==> config.mk <==
export PLATFORM = sky130hd
export DESIGN_NAME = dual_i2c_slave
export DESIGN_NICKNAME = d
export VERILOG_FILES = /design/src/i2c_slave_pkg.sv /design/src/dual_i2c_slave.sv
export VERILOG_INCLUDE_DIRS = /design/src
export SDC_FILE = /design/constraint.sdc
export NUM_CORES = 1
export LEC_CHECK = 0
export BUFFER_PORTS_ARGS = -buffer_cell sky130_fd_sc_hd__buf_2
export CAP_MARGIN = 10
export CELL_PAD_IN_SITES_DETAIL_PLACEMENT = 1
export CELL_PAD_IN_SITES_GLOBAL_PLACEMENT = 2
export CORE_MARGIN = 10
export CORE_UTILIZATION = 31
export CTS_CLUSTER_SIZE = 24
export DETAILED_ROUTE_END_ITERATION = 10
export PLACE_DENSITY_LB_ADDON = 0.1
export SYNTH_ARGS = -nofsm -noshare
export SYNTH_HDL_FRONTEND = slang
export SYNTH_SLANG_ARGS = --single-unit
==> constraint.sdc <==
create_clock -name clk -period 2.45 [get_ports clk]
set_clock_uncertainty 0.05 [all_clocks]
set_input_delay 0.245 -clock clk [delete_from_list [all_inputs] [get_ports clk]]
set_output_delay 0.245 -clock clk [all_outputs]
set_load 0.05 [all_outputs]
==> src/i2c_slave_consts.svh <==
`ifndef I2C_SLAVE_CONSTS_SVH
`define I2C_SLAVE_CONSTS_SVH

// ***********************************
// clock and bus timing
// ***********************************
`define CLK_PERIOD_NS      10
`define DATA_SETUP_NS      250
`define DATA_SETUP_CYCLES  ((`DATA_SETUP_NS + `CLK_PERIOD_NS - 1) / `CLK_PERIOD_NS)

// ***********************************
// framing
// ***********************************
`define BITS_PER_BYTE      4'h8
`define LAST_DATA_BIT      4'h7

// ***********************************
// address layout (7-bit form, direction bit excluded)
// ***********************************
`define FIRST_ADDR_UPPER   4'h4
`define STRAP_PORT1_MSB    1'h0
`define STRAP_PORT2_MSB    1'h1
`define SECOND_ADDR_PORT1  7'h38
`define SECOND_ADDR_PORT2  7'h3F

// ***********************************
// interrupt event bits
// ***********************************
`define EVT_ADDR_MATCH     0
`define EVT_BYTE_RX        1
`define EVT_TX_REQ         2
`define EVT_STOP           3
`define EVT_COUNT          4

`endif

==> src/i2c_slave_pkg.sv <==
package i2c_slave_pkg;

	typedef enum logic [3:0] {
		PH_IDLE,
		PH_ADDR,
		PH_ADDR_ACK,
		PH_WR_BYTE,
		PH_WR_ACK,
		PH_RD_LOAD,
		PH_RD_BYTE,
		PH_RD_ACK,
		PH_IGNORE
	} slave_phase_t;

	typedef struct packed {
		logic       valid;
		logic       port;
		logic [7:0] data;
	} rx_byte_t;

	typedef struct packed {
		slave_phase_t phase;
		logic         scl_s1;
		logic         scl_s2;
		logic         scl_prev;
		logic         sda_s1;
		logic         sda_s2;
		logic         sda_prev;
		logic [7:0]   shreg;
		logic [3:0]   bitcnt;
		logic         port;
		logic         rw;
		logic         ack_seen;
		logic [7:0]   timer;
		logic         sda_oe;
		logic         scl_oe;
		logic         tx_req;
		logic         irq;
		rx_byte_t     rx;
	} slave_state_t;

	typedef struct packed {
		slave_state_t [1:0] slv;
		logic [1:0]         strap_step;
		logic               cfg_done;
		logic               pin_low;
	} top_state_t;

endpackage : i2c_slave_pkg

==> src/dual_i2c_slave.sv <==
`timescale 1ns/1ps
`include "i2c_slave_consts.svh"

// Notes on behaviour
// works at standard and fast mode bit rates
// master opens every transaction with a start condition
// master closes a transaction with a stop condition
// address byte follows start, msb first, direction bit last
// matching address is acked low through the ninth clock high phase
// one bit per clock pulse; data change while clock high means start/stop
// any number of bytes, each eight bits then one ack slot
// transmitter releases data after eighth bit for the receiver ack
// addressed for write, every received byte is acked
// master acks each read byte except the last
// on master nack the device releases data so master can stop
// master starts a new transfer only while the bus is idle
// device may hold clock low after a byte until ready
// master waits for the clock to really rise before finishing a bit
// master keeps a stretched clock high a minimum time afterwards
// each slave answers two addresses, one per type-c port
// no response until boot configuration of addresses is done
// first slave address is 0100 plus three strap bits
// each address bit maskable and replaceable per port by firmware
// each slave has its own interrupt mask driving its irq line
// first interface defaults to slave, second slave only, third master only
// second slave uses fixed addresses, not the strap
// second slave addresses are 0111000 and 0111111
// strap codes 000-011 for port one, 100-111 for port two
// non-matching address leaves data released until next start
// stop ends any transfer and returns to idle
module dual_i2c_slave (
	input  wire logic                            clk,
	input  wire logic                            reset,
	input  wire logic                            boot_done,
	input  wire logic                            first_master_select,
	input  wire logic [1:0]                      address_strap_input,
	input  wire logic [1:0][1:0][6:0]            addr_mask,
	input  wire logic [1:0][1:0][6:0]            addr_value,
	input  wire logic [1:0][`EVT_COUNT-1:0]      irq_mask,
	input  wire logic [1:0][7:0]                 tx_data,
	input  wire logic [1:0]                      tx_valid,
	output logic [1:0]                           tx_req,
	output i2c_slave_pkg::rx_byte_t [1:0]        rx_byte,
	output logic                                 first_host_irq_line,
	output logic                                 second_host_irq_line,
	input  wire logic                            first_slave_clock_pin_in,
	output logic                                 first_slave_clock_pin_out,
	output logic                                 first_slave_clock_pin_oe,
	input  wire logic                            first_slave_data_pin_in,
	output logic                                 first_slave_data_pin_out,
	output logic                                 first_slave_data_pin_oe,
	input  wire logic                            second_slave_clock_pin_in,
	output logic                                 second_slave_clock_pin_out,
	output logic                                 second_slave_clock_pin_oe,
	input  wire logic                            second_slave_data_pin_in,
	output logic                                 second_slave_data_pin_out,
	output logic                                 second_slave_data_pin_oe
);

	i2c_slave_pkg::top_state_t        st_reg;
	i2c_slave_pkg::top_state_t        st_next;
	logic [1:0]                       scl_pin;
	logic [1:0]                       sda_pin;
	logic [1:0]                       scl_rise;
	logic [1:0]                       scl_fall;
	logic [1:0]                       start_seen;
	logic [1:0]                       stop_seen;
	logic [1:0]                       slave_on;
	logic [2:0]                       strap_code_port_one;
	logic [2:0]                       strap_code_port_two;
	logic [1:0][1:0][6:0]             addr_dflt;
	logic [1:0][1:0][6:0]             addr_eff;
	logic [1:0][`EVT_COUNT-1:0]       evt;

	assign scl_pin[0] = first_slave_clock_pin_in;
	assign scl_pin[1] = second_slave_clock_pin_in;
	assign sda_pin[0] = first_slave_data_pin_in;
	assign sda_pin[1] = second_slave_data_pin_in;

	// ***********************************
	// address selection
	// ***********************************
	// strap step is caught once, when boot configuration completes
	assign strap_code_port_one = {`STRAP_PORT1_MSB, st_reg.strap_step};
	assign strap_code_port_two = {`STRAP_PORT2_MSB, st_reg.strap_step};
	assign addr_dflt[0][0] = {`FIRST_ADDR_UPPER, strap_code_port_one};
	assign addr_dflt[0][1] = {`FIRST_ADDR_UPPER, strap_code_port_two};
	assign addr_dflt[1][0] = `SECOND_ADDR_PORT1;                         // see
	assign addr_dflt[1][1] = `SECOND_ADDR_PORT2;                         // see

	genvar gi;
	genvar gp;
	generate
		for (gi = 0; gi < 2; gi++) begin : g_slave
			for (gp = 0; gp < 2; gp++) begin : g_port
				// per-bit firmware override, independent per port
				assign addr_eff[gi][gp] = (addr_dflt[gi][gp] & ~addr_mask[gi][gp])
					| (addr_value[gi][gp] & addr_mask[gi][gp]);
			end
			// edges are taken only from synchronised samples
			assign scl_rise[gi]   = st_reg.slv[gi].scl_s2 & ~st_reg.slv[gi].scl_prev;
			assign scl_fall[gi]   = ~st_reg.slv[gi].scl_s2 & st_reg.slv[gi].scl_prev;
			assign start_seen[gi] = st_reg.slv[gi].scl_s2 & st_reg.slv[gi].scl_prev
				& st_reg.slv[gi].sda_prev & ~st_reg.slv[gi].sda_s2;  // see
			assign stop_seen[gi]  = st_reg.slv[gi].scl_s2 & st_reg.slv[gi].scl_prev
				& ~st_reg.slv[gi].sda_prev & st_reg.slv[gi].sda_s2;  // see
		end
	endgenerate

	// first interface stays silent while its role is master
	assign slave_on[0] = st_reg.cfg_done & ~first_master_select;  // see
	assign slave_on[1] = st_reg.cfg_done;                         // see

	// ***********************************
	// next state
	// ***********************************
	always_comb begin
		st_next = st_reg;
		evt     = '0;
		st_next.pin_low = 1'b0;
		st_next.cfg_done = st_reg.cfg_done | boot_done;
		if (boot_done && !st_reg.cfg_done) begin
			st_next.strap_step = address_strap_input;
		end
		for (int i = 0; i < 2; i++) begin
			st_next.slv[i].scl_s1   = scl_pin[i];
			st_next.slv[i].scl_s2   = st_reg.slv[i].scl_s1;
			st_next.slv[i].scl_prev = st_reg.slv[i].scl_s2;
			st_next.slv[i].sda_s1   = sda_pin[i];
			st_next.slv[i].sda_s2   = st_reg.slv[i].sda_s1;
			st_next.slv[i].sda_prev = st_reg.slv[i].sda_s2;
			st_next.slv[i].rx.valid = 1'b0;
			st_next.slv[i].tx_req   = 1'b0;
			if (!slave_on[i]) begin
				st_next.slv[i].phase  = i2c_slave_pkg::PH_IDLE;
				st_next.slv[i].sda_oe = 1'b0;
				st_next.slv[i].scl_oe = 1'b0;
			end else if (stop_seen[i]) begin
				if (st_reg.slv[i].phase != i2c_slave_pkg::PH_IDLE
					&& st_reg.slv[i].phase != i2c_slave_pkg::PH_IGNORE) begin
					evt[i][`EVT_STOP] = 1'b1;
				end
				st_next.slv[i].phase  = i2c_slave_pkg::PH_IDLE;
				st_next.slv[i].sda_oe = 1'b0;
				st_next.slv[i].scl_oe = 1'b0;
			end else if (start_seen[i]) begin
				// repeated start is accepted from any phase
				st_next.slv[i].phase  = i2c_slave_pkg::PH_ADDR;  // see
				st_next.slv[i].bitcnt = '0;
				st_next.slv[i].sda_oe = 1'b0;
				st_next.slv[i].scl_oe = 1'b0;
			end else begin
				case (st_reg.slv[i].phase)
				i2c_slave_pkg::PH_ADDR,
				i2c_slave_pkg::PH_WR_BYTE: begin
					if (scl_rise[i]) begin
						st_next.slv[i].shreg  = {st_reg.slv[i].shreg[6:0], st_reg.slv[i].sda_s2};
						st_next.slv[i].bitcnt = st_reg.slv[i].bitcnt + 4'h1;
					end else if (scl_fall[i] && st_reg.slv[i].bitcnt == `BITS_PER_BYTE) begin
						if (st_reg.slv[i].phase == i2c_slave_pkg::PH_WR_BYTE) begin
							st_next.slv[i].rx.valid = 1'b1;
							st_next.slv[i].rx.port  = st_reg.slv[i].port;
							st_next.slv[i].rx.data  = st_reg.slv[i].shreg;
							st_next.slv[i].sda_oe   = 1'b1;  // see
							st_next.slv[i].phase    = i2c_slave_pkg::PH_WR_ACK;
							evt[i][`EVT_BYTE_RX]    = 1'b1;
						end else if (st_reg.slv[i].shreg[7:1] == addr_eff[i][0]
							|| st_reg.slv[i].shreg[7:1] == addr_eff[i][1]) begin
							// first address routes to port one, second to port two
							st_next.slv[i].port   = (st_reg.slv[i].shreg[7:1]
								!= addr_eff[i][0]);
							st_next.slv[i].rw     = st_reg.slv[i].shreg[0];
							st_next.slv[i].sda_oe = 1'b1;
							st_next.slv[i].phase  = i2c_slave_pkg::PH_ADDR_ACK;
							evt[i][`EVT_ADDR_MATCH] = 1'b1;
						end else begin
							st_next.slv[i].phase  = i2c_slave_pkg::PH_IGNORE;
						end
					end
				end
				i2c_slave_pkg::PH_ADDR_ACK: begin
					if (scl_fall[i]) begin
						st_next.slv[i].sda_oe = 1'b0;
						st_next.slv[i].bitcnt = '0;
						if (st_reg.slv[i].rw) begin
							// hold clock low until the core hands over a byte
							st_next.slv[i].phase  = i2c_slave_pkg::PH_RD_LOAD;
							st_next.slv[i].scl_oe = 1'b1;
							st_next.slv[i].tx_req = 1'b1;
							st_next.slv[i].timer  = '0;
							evt[i][`EVT_TX_REQ]   = 1'b1;
						end else begin
							st_next.slv[i].phase  = i2c_slave_pkg::PH_WR_BYTE;
						end
					end
				end
				i2c_slave_pkg::PH_WR_ACK: begin
					if (scl_fall[i]) begin
						st_next.slv[i].sda_oe = 1'b0;
						st_next.slv[i].bitcnt = '0;
						st_next.slv[i].phase  = i2c_slave_pkg::PH_WR_BYTE;
					end
				end
				i2c_slave_pkg::PH_RD_LOAD: begin
					if (st_reg.slv[i].timer == 8'h00) begin
						if (tx_valid[i]) begin
							st_next.slv[i].shreg  = tx_data[i];
							st_next.slv[i].sda_oe = ~tx_data[i][7];
							st_next.slv[i].timer  = 8'(`DATA_SETUP_CYCLES);
						end
					end else begin
						// data settles for the setup time before the clock is let go
						st_next.slv[i].timer = st_reg.slv[i].timer - 8'h01;
						if (st_reg.slv[i].timer == 8'h01) begin
							st_next.slv[i].scl_oe = 1'b0;
							st_next.slv[i].bitcnt = '0;
							st_next.slv[i].phase  = i2c_slave_pkg::PH_RD_BYTE;
						end
					end
				end
				i2c_slave_pkg::PH_RD_BYTE: begin
					if (scl_fall[i]) begin
						st_next.slv[i].bitcnt = st_reg.slv[i].bitcnt + 4'h1;
						if (st_reg.slv[i].bitcnt == `LAST_DATA_BIT) begin
							st_next.slv[i].sda_oe = 1'b0;
							st_next.slv[i].phase  = i2c_slave_pkg::PH_RD_ACK;
						end else begin
							st_next.slv[i].shreg  = {st_reg.slv[i].shreg[6:0], 1'b0};
							st_next.slv[i].sda_oe = ~st_reg.slv[i].shreg[6];
						end
					end
				end
				i2c_slave_pkg::PH_RD_ACK: begin
					if (scl_rise[i]) begin
						st_next.slv[i].ack_seen = ~st_reg.slv[i].sda_s2;
					end else if (scl_fall[i]) begin
						if (st_reg.slv[i].ack_seen) begin
							st_next.slv[i].phase  = i2c_slave_pkg::PH_RD_LOAD;
							st_next.slv[i].scl_oe = 1'b1;
							st_next.slv[i].tx_req = 1'b1;
							st_next.slv[i].timer  = '0;
							evt[i][`EVT_TX_REQ]   = 1'b1;
						end else begin
							// nack: line stays released, wait for stop
							st_next.slv[i].phase  = i2c_slave_pkg::PH_IGNORE;
						end
					end
				end
				i2c_slave_pkg::PH_IDLE,
				i2c_slave_pkg::PH_IGNORE: begin
					st_next.slv[i].sda_oe = 1'b0;
					st_next.slv[i].scl_oe = 1'b0;
				end
				default: begin
					st_next.slv[i].phase = i2c_slave_pkg::PH_IDLE;
				end
				endcase
			end
			st_next.slv[i].irq = |(evt[i] & irq_mask[i]);
		end
	end

	// ***********************************
	// state register
	// ***********************************
	always_ff @(posedge clk) begin
		if (reset) begin
			st_reg <= '0;
		end else begin
			st_reg <= st_next;
		end
	end

	// ***********************************
	// outputs, all straight from the state register
	// ***********************************
	assign tx_req[0]                  = st_reg.slv[0].tx_req;
	assign tx_req[1]                  = st_reg.slv[1].tx_req;
	assign rx_byte[0]                 = st_reg.slv[0].rx;
	assign rx_byte[1]                 = st_reg.slv[1].rx;
	assign first_host_irq_line        = st_reg.slv[0].irq;
	assign second_host_irq_line       = st_reg.slv[1].irq;
	assign first_slave_clock_pin_out  = st_reg.pin_low;
	assign first_slave_clock_pin_oe   = st_reg.slv[0].scl_oe;
	assign first_slave_data_pin_out   = st_reg.pin_low;
	assign first_slave_data_pin_oe    = st_reg.slv[0].sda_oe;
	assign second_slave_clock_pin_out = st_reg.pin_low;
	assign second_slave_clock_pin_oe  = st_reg.slv[1].scl_oe;
	assign second_slave_data_pin_out  = st_reg.pin_low;
	assign second_slave_data_pin_oe   = st_reg.slv[1].sda_oe;

endmodule : dual_i2c_slave

* Yosys cells after proc, flatten, opt, wreduce, memory -nomap -nowiden
Cells that the tools add are included.
** Storage, ports and cells
- Register bits after elaboration :: 98
- Input bits :: 92
- Output and inout port bits :: 32
- Word-level logic and storage cells :: 400
** Operators by class
- Add/subtract/negate cells :: 4
- Eq/ne operators :: 92
- Multiplexer cells :: 140
- Bitwise logic cells :: 61
- Reduce and logical (&&, ||, !) cells :: 58
** Operators with widths (number)
- 4-bit 2-to-1 mux :: 38
- 8-bit 2-to-1 mux :: 16
- 8-bit one-hot mux with 3 select lines :: 4
- 3-bit != test, second input constant :: 26
- 2-bit != test, second input constant :: 34
- 4-bit one-hot mux with 7 select lines :: 2
- 12-bit 2-to-1 mux :: 4
- 8-bit AND reduction :: 6
- 11-bit AND reduction :: 4
- 4-bit by 3-bit == test with 1-bit output, second input constant :: 10
- 1-bit 2-to-1 mux :: 40
- 9-bit AND reduction :: 4
- 4-bit one-hot mux with 4 select lines :: 2
- 1-bit inverter :: 29
- 7-bit AND :: 4
- 7-bit == test :: 4
- 2-bit 2-to-1 mux :: 14
- 11-bit 2-to-1 mux :: 2
- 10-bit 2-to-1 mux :: 2
- 10-bit AND reduction :: 2
- 3-bit 2-to-1 mux :: 6
- 9-bit 2-to-1 mux :: 2
- 4-bit by 2-bit == test with 1-bit output, second input constant :: 4
- 4-bit == test, second input constant :: 4
- 33 further kinds :: 92

* Depth between registers and ports, before layout
Gate-level depths: netlist (run 1).
- Word-level depth :: 15
- Mapped depth :: 10
- Depth with buffers taken out :: 9

* Worst setup path before layout (run 1)
OpenSTA, ideal clock, no wires.
- Kind :: register to register
- Start :: reg st_reg[69] in the netlist's numbering
- End :: reg st_reg[86] in the netlist's numbering
- Library setup time :: 0.088 ns
- Arrival :: 2.092 ns
- Required time :: 2.312 ns
- Setup slack :: 0.220 ns
- Cell stages (with the launch flop) :: 8
- Path buffers :: 1
- Clock period less this slack :: 2.230 ns
- Cells stage by stage :: dfxtp_1 > or4_4 > nor3_4 > nand3_2 > a2111oi_4 > buf_6 > nor2_2 > a311oi_2
** On the way
- Word-level cells in the longest chain between the ends :: 3
** Ends and longest elaborated chain
- from (decl) :: RTL line dual_i2c_slave.sv:60 : i2c_slave_pkg::top_state_t st_reg;
- from (signal assigned) :: RTL line dual_i2c_slave.sv:270 : st_reg <= st_next;
- 8-bit logical NOT :: RTL line dual_i2c_slave.sv:205 : if (st_reg.slv[i].timer == 8'h00) begin
- 2-bit != test (no line)
- 9-bit AND reduction (no line)
No other way between the ends.
A chain may end at the register's enable or synchronous reset.

* Final worst setup path (run 1)
- Start :: reg st_reg[70] in the netlist's numbering
- End :: reg st_reg[85] in the netlist's numbering
Same word-level chain as after synthesis.

==> out/metrics.cfg, run 1 <==
[yosys]
avgSynthCellArea_um2 = 7.71
synth_edf_count = 0
yosysWarnings = 0
synthCells = 761
synth_ff_type = dfxtp_1
synthTopCellsByArea = dfxtp_1 (33%), nor2_1 (5.9%), nand2_1 (5.2%)
synth.cells.most_frequent = dfxtp_1 (97), nor2_1 (92), nand2_1 (82), a21oi_1 (59), o21ai_0 (36)
synth.most_common_cell = dfxtp_1
synth_seq_cells = 97
synth.lib_cells_used.distinct = 72
ys_seq_area_share_pct = 33.1
ys_async_sr_fraction_pct = 0
synth_area_leader_cell = dfxtp_1
synth.top_cell.area_share_pct = 33.1
syn_area_um2 = 5870

[setup_path]
crit_path_end_kind = flop
cp_max_fo = 8
cp.required_ns = 2.66
startpoint_type = flop
reg2regPathDepth = 8
path_class = reg2reg
arrival_ns = 2.59

[finish]
fin_nets = 997
finalNonFillerCells = 1135
final_core_util_pct = 39.5
largest_reg_flops = 58
drive_above_1_share_pct = 27.7
area.growth.synth_to_final_pct = 25.6
antennaDiodeCount = 0
final_cell_area_um2 = 7370

[floorplan]
boundaryPins = 124
core_um2 = 18600
dieArea_um2 = 24800
die_height_um = 158
die_w_um = 158
start_util_pct = 31.5
row_count = 50

[cts]
insertion_delay_ns = 0.35
cts.sinks = 97
ctsRootBufferMaster = clkbuf_16
clk_pin_slew_worst_paths_ns = 0.07
cts.path.max_buffers = 2
cts_max_level = 3
cts_tree = done
cts_made_buffers = 9

[grt]
grt_usage_pct = 15.7
grt_overflow = 0
grt_pass1_vias = 6172
grt_pass1_wl_um = 31300
grt_max_degree = 61
antenna_found_initial = 0

[timing]
hold_slack_ns = 0.0501
final.period_utilization_pct = 97.0
worstMarginPinSlew_ns = 0.704
fin_setup_tns_ns = 0
setup_ws_ns = 0.0727
setup_viol = 0
fin_crit_ns = 2.38
clock.fmax_mhz = 421
slew_headroom_pct = 53.1
finalHoldViolCount = 0
maxSlewViolCount = 0

[drt]
drt-total-wl_um = 20200
via_per_inst = 5.23
drc_errors = 0
drtIter0Drc = 189
final_antenna_net_count = 0
wl_per_cell_um = 17.8
firstDrtPassIters = 4
dr_total_vias = 5935

[min_path]
hp-class = in2reg
worstHoldPathCells = 2

[place]
dp_cells = 1111
pre_cts_slack_ns = 0.0242
hpwl_um = 15700
gp_congestion = 0.888
numPortBuffers = 119
placed_area_um2 = 6900

[flow_run]
maxCapViolations = 0

[pwr]
p_leak_nw = 2.80
power_mw = 3.19
ir_drop_mv = 0.335
power.density_nw_per_um2 = 432

[run_status]
outcome = finished clean

## path summary, 6_finish.rpt
check / start / end / slack (ns)
setup / recovery: st_reg[70] / st_reg[85] / 0.07
hold / removal: second_slave_data_pin_in / st_next[89] / 0.05
setup reg to reg: st_reg[70] / st_reg[85] / 0.07
hold reg to reg: st_next[89] / st_next[88] / 0.39
## area by class of cell
| type | instances | area [um2] |
|---|---|---|
| Fill cell | 2330 | 11300 |
| Multi-Input combinational cell | 579 | 3600 |
| Sequential cell | 97 | 1950 |
| Timing Repair Buffer | 189 | 1180 |
| Tap cell | 234 | 293 |
| Clock buffer | 11 | 243 |
| Inverter | 21 | 78.8 |
| Clock inverter | 4 | 30.0 |
## cell families (layout without fill, tap and decap cells)
group | Yosys count | in the layout | share of synthesized area (%)
AO/OA/AOI/OAI | 163 | 163 | 18.2
adder cells (fa/ha/maj) | 8 | 8 | 1.71
other | 1 | 4 | 0.0639
multiplexers | 30 | 30 | 5.14
flip-flops | 97 | 97 | 33.1
AND/OR/NAND/NOR | 343 | 343 | 29.6
buffers and inverters | 88 | 225 | 7.57
XOR/XNOR | 31 | 31 | 4.63
## cells in the final DEF (no fill, tap or decap), types with 3 or more instances in the layout
cell type,instances
a211o_1,3
a21oi_1,57
a22oi_1,3
a311oi_1,10
a311oi_2,5
a31oi_1,10
a32oi_1,3
and2_1,3
buf_12,3
buf_2,119
buf_4,66
clkbuf_16,10
conb_1,4
dfxtp_1,92
dfxtp_2,4
ha_1,8
inv_1,21
mux2i_1,29
nand2_1,82
nand2b_1,17
nand3_1,13
nand3b_1,7
nand4_1,8
nand4bb_1,3
nor2_1,89
nor2_2,4
nor2b_1,29
nor3_1,28
nor3_2,4
nor3b_1,5
nor4_1,8
o21ai_0,35
o21bai_1,3
o31ai_1,4
or2_2,6
or3_1,18
or4_1,3
xnor2_1,20
xor2_1,11
## routing by layer
metal	routed length (um)	vias up	global-route usage, %
met4	392	0	6.06
li1	-	2916	-
met2	10200	125	27.7
met3	1010	22	2.88
met1	8670	2872	18.3
met5	0	-	0
## repair_timing
action,4_1_cts,5_1_grt
hold buffers,0,0
setup buffers,0,8
setup endpoints to repair,0,29
gates resized for setup,0,28
## power by group
part           leakage (nW)  internal (mW)  total, mW  switching (mW)
Clock                 0.132          0.714       1.36           0.647
Combinational          1.88          0.106      0.230           0.124
Sequential            0.787           1.59       1.59         0.00859
Total                  2.80           2.41       3.18           0.780
## critical path, stage by stage, from the launching register on
cell       delay [ns]
dfxtp_4          0.35
or4_4            0.55
nor3_4           0.25
nand3_2          0.15
a2111oi_4        0.30
buf_4            0.20
buf_12           0.13
nor2_1           0.05
a311oi_1         0.25
Power figures use the tool's default switching activity.
==> run 2: changes to the inputs <==
==> constraint.sdc (replaced) <==
create_clock -name clk -period 2.24 [get_ports clk]
set_clock_uncertainty 0.05 [all_clocks]
set_input_delay 0.224 -clock clk [delete_from_list [all_inputs] [get_ports clk]]
set_output_delay 0.224 -clock clk [all_outputs]
set_load 0.05 [all_outputs]
==> run 2 against run 1 <==
Compared with the run above:
- the run now ends with setup timing left
- total power up 22%
- final cell count up 3.3%
- worst setup slack worse by 0.14 ns
- worst hold slack worse by 0.021 ns
- wire length up 3.4%
- sequential cell count unchanged
- critical path depth down 1
- non-clock buffer count up 36
- sequential share of layout area down 1.3 points
- largest cell class unchanged
- largest power group is now the clock network
==> out/metrics.cfg, run 2 (synthesis results as in run 1) <==
[timing]
fin_crit_ns = 2.31
slew_headroom_pct = 61.5
setup_viol = 7
final.period_utilization_pct = 103
setup_ws_ns = -0.0685
clock.fmax_mhz = 433
maxSlewViolCount = 0
hold_slack_ns = 0.0294
worstMarginPinSlew_ns = 0.573
rsz0062_at_grt = true
finalHoldViolCount = 0

[drt]
dr_total_vias = 6075
wl_per_cell_um = 17.8
final_antenna_net_count = 0
drt-total-wl_um = 20900
via_per_inst = 5.18
drtIter0Drc = 205
drc_errors = 0
firstDrtPassIters = 4

[grt]
grt_usage_pct = 16.7
use_met2_pct = 29.3
antenna_found_initial = 1
grt-busiest-layer = met2
use_met1_pct = 19.8
grtUsageMet3_pct = 3.55
grt_max_degree = 53
grt_pass1_vias = 6576
grt_pass1_wl_um = 33800
grt_overflow = 0

[setup_path]
crit_path_end_kind = flop
cp_max_fo = 16
cp_top_family = simple AND/OR/NAND/NOR gates
path_buf_inv = 1
r2r-start = st_reg[69]
cp.required_ns = 2.44
arrival_ns = 2.51
path_class = reg2reg
crit_path_max_incr_delay_ns = 0.55
startpoint = st_reg[69]
path_cells = or4_4 > nor3_4 > nand3_2 > a2111oi_4 > buf_12 > nor2_1 > a311oi_1
cp_slowest_cell = or4_4
startpoint_type = flop

[cts]
hold_buffers = 0
cts_tree = done
cts_max_level = 3
clk_pin_slew_worst_paths_ns = 0.07
cts.path.max_buffers = 2
cts_made_buffers = 9
insertion_delay_ns = 0.35
cts.sinks = 97
ctsRootBufferMaster = clkbuf_16

[pwr]
p_int_mw = 3.02
netSwitchingPower_uw = 871
power.density_nw_per_um2 = 503
combPwrFrac_pct = 6.6
ir_drop_mv = 0.386
seq_power_share_pct = 44.9
p_clk_share_pct = 48.5
p_leak_nw = 3.01
switching_share_pct = 22.4

[finish]
area.growth.synth_to_final_pct = 31.8
layout_commonest_cell = buf_2
layout.cells.most_common_list = buf_2 (120), buf_4 (102), nor2_1 (91), dfxtp_1 (90), nand2_1 (82)
largest_reg_flops = 58
drive_above_1_share_pct = 31.7
final_cell_area_um2 = 7740
fin_nets = 1033
fillers = 2289
seq_area_um2 = 1950
multi_input_area_um2 = 3630

[place]
gp_congestion = 0.904
placed_area_um2 = 7170
numPortBuffers = 119
hpwl_um = 16600

[floorplan]
die_height_um = 158
row_count = 50
core_um2 = 18600
boundaryPins = 124
dieArea_um2 = 24800
start_util_pct = 31.5
die_w_um = 158

[flow_run]
maxCapViolations = 0

[run_status]
outcome = complete, but fails checks
violations = setup timing

[min_path]
hp-class = in2reg
min_from = second_slave_data_pin_in

run 2: per-layer routing:
metal,vias to the layer above,share of wire [%],wire (um)
li1,2999,-,-
met1,2948,44,9180
met2,104,50,10500
met3,24,3.9,806
met4,0,2.0,423
met5,-,0,0
run 2: timing repair:
action / CTS / global route
cloned: 0 / 1
buffers inserted: 0 / 7
pin swaps: 2 / 5
hold endpoints to repair: 0 / 0
endpoints found under the setup margin: 16 / 64
gates resized for setup: 8 / 27
run 2: layout make-up:
cell class	count	share of cell area, %
Inverter	21	1.02
Timing Repair Buffer	225	18.3
Multi-Input combinational cell	579	46.9
Tap cell	234	3.78
Sequential cell	97	25.2
Clock buffer	11	3.27
Clock inverter	5	1.42
Antenna cell	1	0.0323
run 2: through the flow:
stage | setup TNS [ns] | cells | power, mW | utilization, % | setup WS [ns]
2_1_floorplan | 0 | 764 | 1.91 | - | 0.0101
4_1_cts | -0.0947 | 1164 | 3.95 | 40.5 | -0.0290
5_1_grt | -1.83 | 1173 | 4.05 | 41.5 | -0.170
3_3_place_gp | -0.00567 | 1148 | 2.04 | 38.5 | -0.00567
3_5_place_dp | -0.476 | 1148 | 2.04 | 38.5 | -0.0750
6_report | -0.297 | 1173 | 3.89 | 41.5 | -0.0685
run 2: path summary, 6_finish.rpt:
| check | end | slack, ns | cells past startpoint |
|---|---|---|---|
| min reg2reg | st_next[88] | 0.40 | 1 |
| min | st_next[89] | 0.03 | 2 |
| max reg2reg | st_reg[84] | -0.07 | 7 |
| max | st_reg[84] | -0.07 | 7 |
run 2: power groups by stage:
stage	Clock (mW)	Sequential, mW	Combinational (mW)
finish	1.89	1.75	0.258
floorplan	0	1.78	0.126
global placement	0	1.79	0.250
CTS	1.95	1.75	0.257
detailed placement	0	1.79	0.255
global route	2.02	1.75	0.286
